**src/rtl/ivu_map.svh**
```systemverilog
`ifndef IVU_MAP_SVH
`define IVU_MAP_SVH
`define IVU_RESET_VEC_LO 24'h000000
`define IVU_RESET_VEC_HI 24'h000001
`define IVU_DIVZ_OFS 8'h02
`define IVU_TOP_OFS 8'h04
`define IVU_TABLE_SIZE 256
`define IVU_NUM_EXT 8
`define IVU_NUM_PERIPH 4
`define IVU_CH_BITS 2
`endif

```
**src/rtl/ivu_pkg.sv**
```systemverilog
package ivu_pkg;
  typedef enum logic [2:0] {
    IVU_IDLE = 3'b000,
    IVU_PUSH = 3'b001,
    IVU_FETCH_LO = 3'b010,
    IVU_FETCH_HI = 3'b011,
    IVU_JUMP = 3'b100
  } ivu_state_t;
  typedef enum logic [1:0] {
    IVU_SRC_RESET = 2'b00,
    IVU_SRC_TOP = 2'b01,
    IVU_SRC_DIVZ = 2'b10,
    IVU_SRC_VEC = 2'b11
  } ivu_src_t;
  typedef struct packed {
    logic req;
    logic [23:0] addr;
  } ivu_mem_req_t;
  typedef struct packed {
    logic valid;
    logic [15:0] pc;
    logic [7:0] seg;
    logic push_flags;
    logic iret_needed;
  } ivu_jump_t;
endpackage

```
**src/rtl/ivu_edge_det.sv**
```systemverilog
`timescale 1ns/1ps
// Synchronised, edge-selectable detector for one external interrupt pin
module ivu_edge_det (
  input wire logic clock_in,
  input wire logic rst_n_in,
  input wire logic pin_in,
  input wire logic rising_in,
  output logic pulse_out
);
  logic sync1;
  logic sync2;
  logic last;
  logic pulse;
  logic next_pulse;
  always_comb begin
    next_pulse = rising_in ? (sync2 & ~last) : (~sync2 & last);
  end
  always_ff @(posedge clock_in) begin
    if (!rst_n_in) begin
      sync1 <= 1'b0;
      sync2 <= 1'b0;
      last <= 1'b0;
      pulse <= 1'b0;
    end else begin
      sync1 <= pin_in;
      sync2 <= sync1;
      last <= sync2;
      pulse <= next_pulse;
    end
  end
  assign pulse_out = pulse;
endmodule

```
**src/rtl/ivu_top.sv**
```systemverilog
`timescale 1ns/1ps
`include "ivu_map.svh"
// Summary of operation
// - Vector table in first 256 segment bytes
// - Reset start address from bytes 0,1
// - Top-level vector at segment offsets 4,5
// - Acknowledged peripheral presents its vector index
// - Upper bits software base, low bits hardware
// - Shared register gives distinct entry per channel
// - Divide-zero vector at code segment 2,3
// - Divide-zero trap does not push flags
// - Eight external inputs, selectable trigger edge
// - Top channel from NMI pin or watchdog
// - Valid enabled request saves status, vectors
module ivu_top (
  input wire logic clock_in,
  input wire logic rst_n_in,
  input wire logic [7:0] ext_pin_in,
  input wire logic [7:0] ext_rising_in,
  input wire logic nmi_pin_in,
  input wire logic top_sel_wdt_in,
  input wire logic wdt_event_in,
  input wire logic divz_trap_in,
  input wire logic int_enable_in,
  input wire logic prio_ok_in,
  input wire logic [3:0] periph_req_in,
  input wire logic [7:0] periph_base_in [4],
  input wire logic [1:0] periph_chan_in [4],
  input wire logic [7:0] interrupt_segment_register_in,
  input wire logic [7:0] code_segment_register_in,
  input wire logic mem_ready_in,
  input wire logic [7:0] mem_rdata_in,
  output ivu_pkg::ivu_mem_req_t mem_out,
  output ivu_pkg::ivu_jump_t jump_out,
  output logic save_status_out,
  output logic [7:0] ext_pending_out,
  output logic [7:0] vector_index_register_out,
  output logic busy_out
);
  logic [7:0] ext_pulse;
  logic nmi_s1;
  logic nmi_s2;
  logic nmi_last;
  logic top_event;
  ivu_pkg::ivu_state_t state;
  ivu_pkg::ivu_state_t next_state;
  ivu_pkg::ivu_src_t src;
  ivu_pkg::ivu_src_t next_src;
  logic [7:0] seg;
  logic [7:0] next_seg;
  logic [7:0] vec;
  logic [7:0] next_vec;
  logic [7:0] lo;
  logic [7:0] next_lo;
  logic [7:0] pend;
  logic [7:0] next_pend;
  logic top_pend;
  logic next_top_pend;
  logic boot_done;
  logic next_boot_done;
  ivu_pkg::ivu_mem_req_t mem;
  ivu_pkg::ivu_mem_req_t next_mem;
  ivu_pkg::ivu_jump_t jump;
  ivu_pkg::ivu_jump_t next_jump;
  logic save;
  logic next_save;
  logic [7:0] vir;
  logic [7:0] next_vir;
  logic busy;
  logic next_busy;
  logic [2:0] ext_idx;
  logic ext_any;
  logic [1:0] per_idx;
  logic per_any;
  genvar g;
  generate
    for (g = 0; g < `IVU_NUM_EXT; g++) begin : g_ext
      ivu_edge_det u_det (
        .clock_in(clock_in),
        .rst_n_in(rst_n_in),
        .pin_in(ext_pin_in[g]),
        .rising_in(ext_rising_in[g]),
        .pulse_out(ext_pulse[g])
      );
    end
  endgenerate
  // Pseudo-NMI pin is falling-edge sensitive, watchdog is a same-clock pulse
  always_ff @(posedge clock_in) begin
    if (!rst_n_in) begin
      nmi_s1 <= 1'b0;
      nmi_s2 <= 1'b0;
      nmi_last <= 1'b0;
    end else begin
      nmi_s1 <= nmi_pin_in;
      nmi_s2 <= nmi_s1;
      nmi_last <= nmi_s2;
    end
  end
  assign top_event = top_sel_wdt_in ? wdt_event_in : (nmi_last & ~nmi_s2);
  always_comb begin
    ext_idx = 3'h0;
    ext_any = 1'b0;
    for (int i = `IVU_NUM_EXT - 1; i >= 0; i--) begin
      if (pend[i]) begin
        ext_idx = i[2:0];
        ext_any = 1'b1;
      end
    end
    per_idx = 2'h0;
    per_any = 1'b0;
    for (int i = `IVU_NUM_PERIPH - 1; i >= 0; i--) begin
      if (periph_req_in[i]) begin
        per_idx = i[1:0];
        per_any = 1'b1;
      end
    end
  end
  always_comb begin
    next_state = state;
    next_src = src;
    next_seg = seg;
    next_vec = vec;
    next_lo = lo;
    next_boot_done = boot_done;
    next_mem = '0;
    next_jump = '0;
    next_save = 1'b0;
    next_vir = vir;
    next_pend = pend | ext_pulse;
    next_top_pend = top_pend | top_event;
    case (state)
      ivu_pkg::IVU_IDLE: begin
        if (!boot_done) begin
          next_src = ivu_pkg::IVU_SRC_RESET;
          next_seg = 8'h00;
          next_vec = 8'(`IVU_RESET_VEC_LO);
          next_state = ivu_pkg::IVU_FETCH_LO;
        end else if (divz_trap_in) begin
          next_src = ivu_pkg::IVU_SRC_DIVZ;
          next_seg = code_segment_register_in;
          next_vec = `IVU_DIVZ_OFS;
          next_state = ivu_pkg::IVU_FETCH_LO;
        end else if (top_pend && prio_ok_in) begin
          // Top level ignores the global enable, being pseudo non-maskable
          next_top_pend = top_event;
          next_src = ivu_pkg::IVU_SRC_TOP;
          next_seg = interrupt_segment_register_in;
          next_vec = `IVU_TOP_OFS;
          next_state = ivu_pkg::IVU_PUSH;
        end else if (int_enable_in && prio_ok_in && per_any) begin
          next_src = ivu_pkg::IVU_SRC_VEC;
          next_seg = interrupt_segment_register_in;
          next_vec = {periph_base_in[per_idx][7:`IVU_CH_BITS],
                      periph_chan_in[per_idx]};
          next_vir = next_vec;
          next_state = ivu_pkg::IVU_PUSH;
        end else if (int_enable_in && prio_ok_in && ext_any) begin
          // Pins pack from offset 0, so software keeps pin 2 off the top entry
          next_pend[ext_idx] = ext_pulse[ext_idx]; // Set wins over clear
          next_src = ivu_pkg::IVU_SRC_VEC;
          next_seg = interrupt_segment_register_in;
          next_vec = {5'h00, ext_idx} << 1;
          next_vir = next_vec;
          next_state = ivu_pkg::IVU_PUSH;
        end
      end
      ivu_pkg::IVU_PUSH: begin
        next_save = 1'b1;
        next_state = ivu_pkg::IVU_FETCH_LO;
      end
      ivu_pkg::IVU_FETCH_LO: begin
        next_mem.req = 1'b1;
        next_mem.addr = {seg, 8'h00, vec};
        if (mem.req && mem_ready_in) begin
          next_lo = mem_rdata_in;
          next_mem.addr = {seg, 8'h00, vec + 8'h01};
          next_state = ivu_pkg::IVU_FETCH_HI;
        end
      end
      ivu_pkg::IVU_FETCH_HI: begin
        next_mem.req = 1'b1;
        next_mem.addr = {seg, 8'h00, vec + 8'h01};
        if (mem.req && mem_ready_in) begin
          next_mem = '0;
          next_jump.valid = 1'b1;
          next_jump.pc = {mem_rdata_in, lo};
          next_jump.seg = seg;
          next_jump.push_flags = (src != ivu_pkg::IVU_SRC_DIVZ) &&
                                 (src != ivu_pkg::IVU_SRC_RESET);
          next_jump.iret_needed = next_jump.push_flags;
          next_boot_done = 1'b1;
          next_state = ivu_pkg::IVU_JUMP;
        end
      end
      ivu_pkg::IVU_JUMP: begin
        next_state = ivu_pkg::IVU_IDLE;
      end
      default: begin
        next_state = ivu_pkg::IVU_IDLE;
      end
    endcase
    // Registered idle test keeps every top output on a flop
    next_busy = (next_state != ivu_pkg::IVU_IDLE);
  end
  always_ff @(posedge clock_in) begin
    if (!rst_n_in) begin
      state <= ivu_pkg::IVU_IDLE;
      src <= ivu_pkg::IVU_SRC_RESET;
      seg <= 8'h00;
      vec <= 8'h00;
      lo <= 8'h00;
      pend <= 8'h00;
      top_pend <= 1'b0;
      boot_done <= 1'b0;
      mem <= '0;
      jump <= '0;
      save <= 1'b0;
      vir <= 8'h00;
      busy <= 1'b0;
    end else begin
      state <= next_state;
      src <= next_src;
      seg <= next_seg;
      vec <= next_vec;
      lo <= next_lo;
      pend <= next_pend;
      top_pend <= next_top_pend;
      boot_done <= next_boot_done;
      mem <= next_mem;
      jump <= next_jump;
      save <= next_save;
      vir <= next_vir;
      busy <= next_busy;
    end
  end
  assign mem_out = mem;
  assign jump_out = jump;
  assign save_status_out = save;
  assign ext_pending_out = pend;
  assign vector_index_register_out = vir;
  assign busy_out = busy;
endmodule

```
**config.mk**
```make
export PLATFORM = sky130hd
export DESIGN_NAME = ivu_top
export DESIGN_NICKNAME = d
export VERILOG_FILES = /design/src/rtl/ivu_pkg.sv /design/src/rtl/ivu_edge_det.sv /design/src/rtl/ivu_top.sv
export VERILOG_INCLUDE_DIRS = /design/src /design/src/rtl
export SDC_FILE = /design/constraint.sdc
export NUM_CORES = 1
export LEC_CHECK = 0
export BUFFER_PORTS_ARGS = -buffer_cell sky130_fd_sc_hd__buf_2
export CAP_MARGIN = 20
export CORE_ASPECT_RATIO = 2
export CORE_MARGIN = 3
export CORE_UTILIZATION = 54
export CTS_CLUSTER_SIZE = 20
export DETAILED_ROUTE_END_ITERATION = 10
export PLACE_DENSITY_LB_ADDON = 0.3
export SLEW_MARGIN = 20
export SYNTH_ARGS = -nofsm -noshare
export SYNTH_HDL_FRONTEND = slang
export SYNTH_SLANG_ARGS = --single-unit
```
**constraint.sdc**
```tcl
create_clock -name clock_in -period 3.53 [get_ports clock_in]
set_input_delay 0.5295 -clock clock_in [delete_from_list [all_inputs] [get_ports clock_in]]
set_output_delay 0.5295 -clock clock_in [all_outputs]
set_load 0.05 [all_outputs]
```
==> results.ini <==
[synthesis]
synth_edf_count = 0
avgSynthCellArea_sq_um = 10.0
ys_types = 55
synth_top_cells_by_count = dfxtp_1 (126), and2_1 (60), nand2_1 (35), nor2_1 (21), a21boi_0 (20)
synth_area_sq_um = 4940
yosysSeqAreaShare = 0.510
syn_inst = 492
ys_ff_latch = 126
yosysTopAreaCell = dfxtp_1
yosysTopAreaCellShare = 0.510
synthArstFlopShare = 0
yosysWarnings = 0
synthTopCellsByArea = dfxtp_1 (51%), and2_1 (7.6%), a21boi_0 (3.0%), nand2_1 (2.7%), mux2i_1 (2.6%)
ys.flop_type = dfxtp_1
synth.most_common_cell = dfxtp_1

[floorplanning]
initial_core_util = 0.564
num_rows = 48
core_area_sq_um = 8770
die_y_um = 141
die_area_sq_um = 10400
ioPinCount = 163
die_w_um = 73.6

[setup_path]
crit_arrival_ns = 2.53
reg2reg_depth = 6
cp_slowest_cell = dfxtp_1
cp-start-kind = register
critPathKind = register to register
r2r_setup_slack_ns = 1.30
r2r_end = ext_pending_out[7]
cpPeakStageDelay_ns = 0.54
crit_fanout = 11
r2r_start = boot_done
worstPathRequired_ns = 3.83
worstPathCellList = nor2b_1 > nand3_1 > nor3_1 > nand2_1 > nor4_1 > nor2_1
cp-end-kind = register

[clocking]
cts_buffer_depth = 2
htree_levels = 4
clk_latency_ns = 0.41
tritoncts = yes
post_cts_buffers = 0
cts_buffers = 17
clock_sinks = 126
cts_resized = 0
clk_pin_slew_ns = 0.06
hold_buffers = 0
clockRootBuffer = clkbuf_16

[place]
place_hpwl_um = 8300
routabilityCongestion = 0.856
port_buffers = 146
place_ws_ns = 1.15
placed_cells = 714

[timing]
max_freq_mhz = 447
post-route-period-util = 0.633
slew_viol_final = 0
worst_slack_ns = 1.30
finalSetupTns_ns = 0
slew_headroom = 0.517
finalHoldViolCount = 0
worst_pin_slew_ns = 0.725
rsz0062_at_grt = no
skew_ns = 0.00693
final.min_clock_period_ns = 2.23
setup_viol = 0

[cells_and_area]
final_cells = 746
drive_above_1_share = 0.325
area_delta_synth_final_pct = 26.3
nets = 728
final_util = 0.712
fillers = 662
final-seq-area_sq_um = 2520
multi_input_area_sq_um = 2240
antennaDiodeCount = 0

[grt]
grt_usage = 0.223
grt-ovfl-total = 0
grt_max_degree = 55
grt_pass1_vias = 3994
grt_pass1_wl_um = 18000
antenna_found_initial = 0

[min_path]
hold_depth = 2
hp-start = ext_pin_in[4]
hold_class = input pin to register
hold_path_end = g_ext[4].u_det.sync1

[power_and_ir_drop]
p_leak_nw = 2.79
powerDensity_nw_per_um2 = 546
ir_drop_mv = 0.342

[routing]
routed_wl_um = 11200
via_per_inst = 5.24
first_pass_iters = 5
ant_nets = 0
num_vias = 3912
drc = 0
wl_per_cell_um = 15.0
drt-initial-drc-count = 175

[flow_run]
drv_cap = 0

[status]
status = completed

[report_power, final]
part | internal (mW) | switching (mW) | total, mW
registers | 1.45 | 0.0150 | 1.46
clock network | 1.07 | 0.648 | 1.72
logic | 0.0961 | 0.130 | 0.226
total | 2.62 | 0.793 | 3.41
[routing by layer]
| layer | vias to the layer above | part of all wire | GRT usage |
|---|---|---|---|
| li1 | 1963 | - | - |
| met1 | 1817 | 0.35 | 0.219 |
| met2 | 118 | 0.58 | 0.413 |
| met3 | 14 | 0.057 | 0.0716 |
| met4 | 0 | 0.015 | 0.0840 |
| met5 | - | 0 | 0 |
[metrics by stage]
stage	hold WS [ns]	power [mW]	instance area (sq um)
2_1_floorplan	0.412	1.65	4970
3_3_place_gp	0.415	1.71	5650
3_5_place_dp	0.420	1.72	5650
4_1_cts	0.310	3.44	6240
5_1_grt	0.311	3.53	6240
6_report	0.329	3.41	6240
[sequential cells by signal, indices dropped and copies added (netlist names)]
signal / count
g_ext.u_det.last: 8
save_status_out: 1
nmi_last: 1
busy_out: 1
state: 3
ext_pending_out: 8
nmi_s1: 1
lo: 8
mem_out: 17
top_pend: 1
g_ext.u_det.pulse_out: 8
src: 1
seg: 8
boot_done: 1
vector_index_register_out: 8
jump_out: 26
g_ext.u_det.sync1: 8
g_ext.u_det.sync2: 8
nmi_s2: 1
vec: 8
[kinds of logic after synthesis]
family,synth area share
multiplexers,0.0696
other,0.000759
XOR/XNOR,0.00354
adder cells (fa/ha/maj),0.00506
AO/OA/AOI/OAI,0.118
flip-flops,0.510
AND/OR/NAND/NOR,0.250
buffers and inverters,0.0425
[final cells by class]
cell class	instances	share of cell area
flip-flops and latches	126	0.404
multi-input cells	334	0.358
repair buffers	147	0.118
clock buffers	19	0.0709
clock inverters	13	0.0244
well taps	100	0.0200
inverters	7	0.00421
[worst max-delay path: cells and delay by family, from the launching register on]
family / cells / cell delay, ns
and+or+nand+nor: 6 / 1.58
DFF: 1 / 0.54
[worst max-delay path by stage]
stage / from / endpoint / slack, ns / cells past startpoint
4_1_cts: ext_pending_out[6] / seg[7] / 1.30 / 6
6_report: boot_done / ext_pending_out[7] / 1.30 / 6
3_3_place_gp: divz_trap_in / ext_pending_out[7] / 1.20 / 7
2_1_floorplan: ext_pending_out[0] / vec[1] / 1.46 / 8
3_5_place_dp: divz_trap_in / ext_pending_out[7] / 1.15 / 7
5_1_grt: ext_pending_out[5] / vec[0] / 1.03 / 6
[placed cells by master, fill, tap and decap left out, types with 3 or more instances in the layout]
cell type	count
inv_1	7
and2_1	60
o211ai_1	3
nor3_1	8
nor4_1	4
a21oi_1	17
nand2_1	35
mux4_1	3
nand2b_1	5
mux2_2	8
or3b_2	8
nand3_1	16
buf_2	146
dfxtp_1	126
conb_1	8
and3_1	7
a21boi_0	20
nor2b_1	19
clkbuf_16	17
nand3b_1	12
a31oi_1	4
mux2i_1	13
nor3b_1	5
a21boi_2	6
or3_1	4
o21ai_0	17
nor2_1	21
inv_6	5
Note: power is estimated with default switching activity, not from simulation.
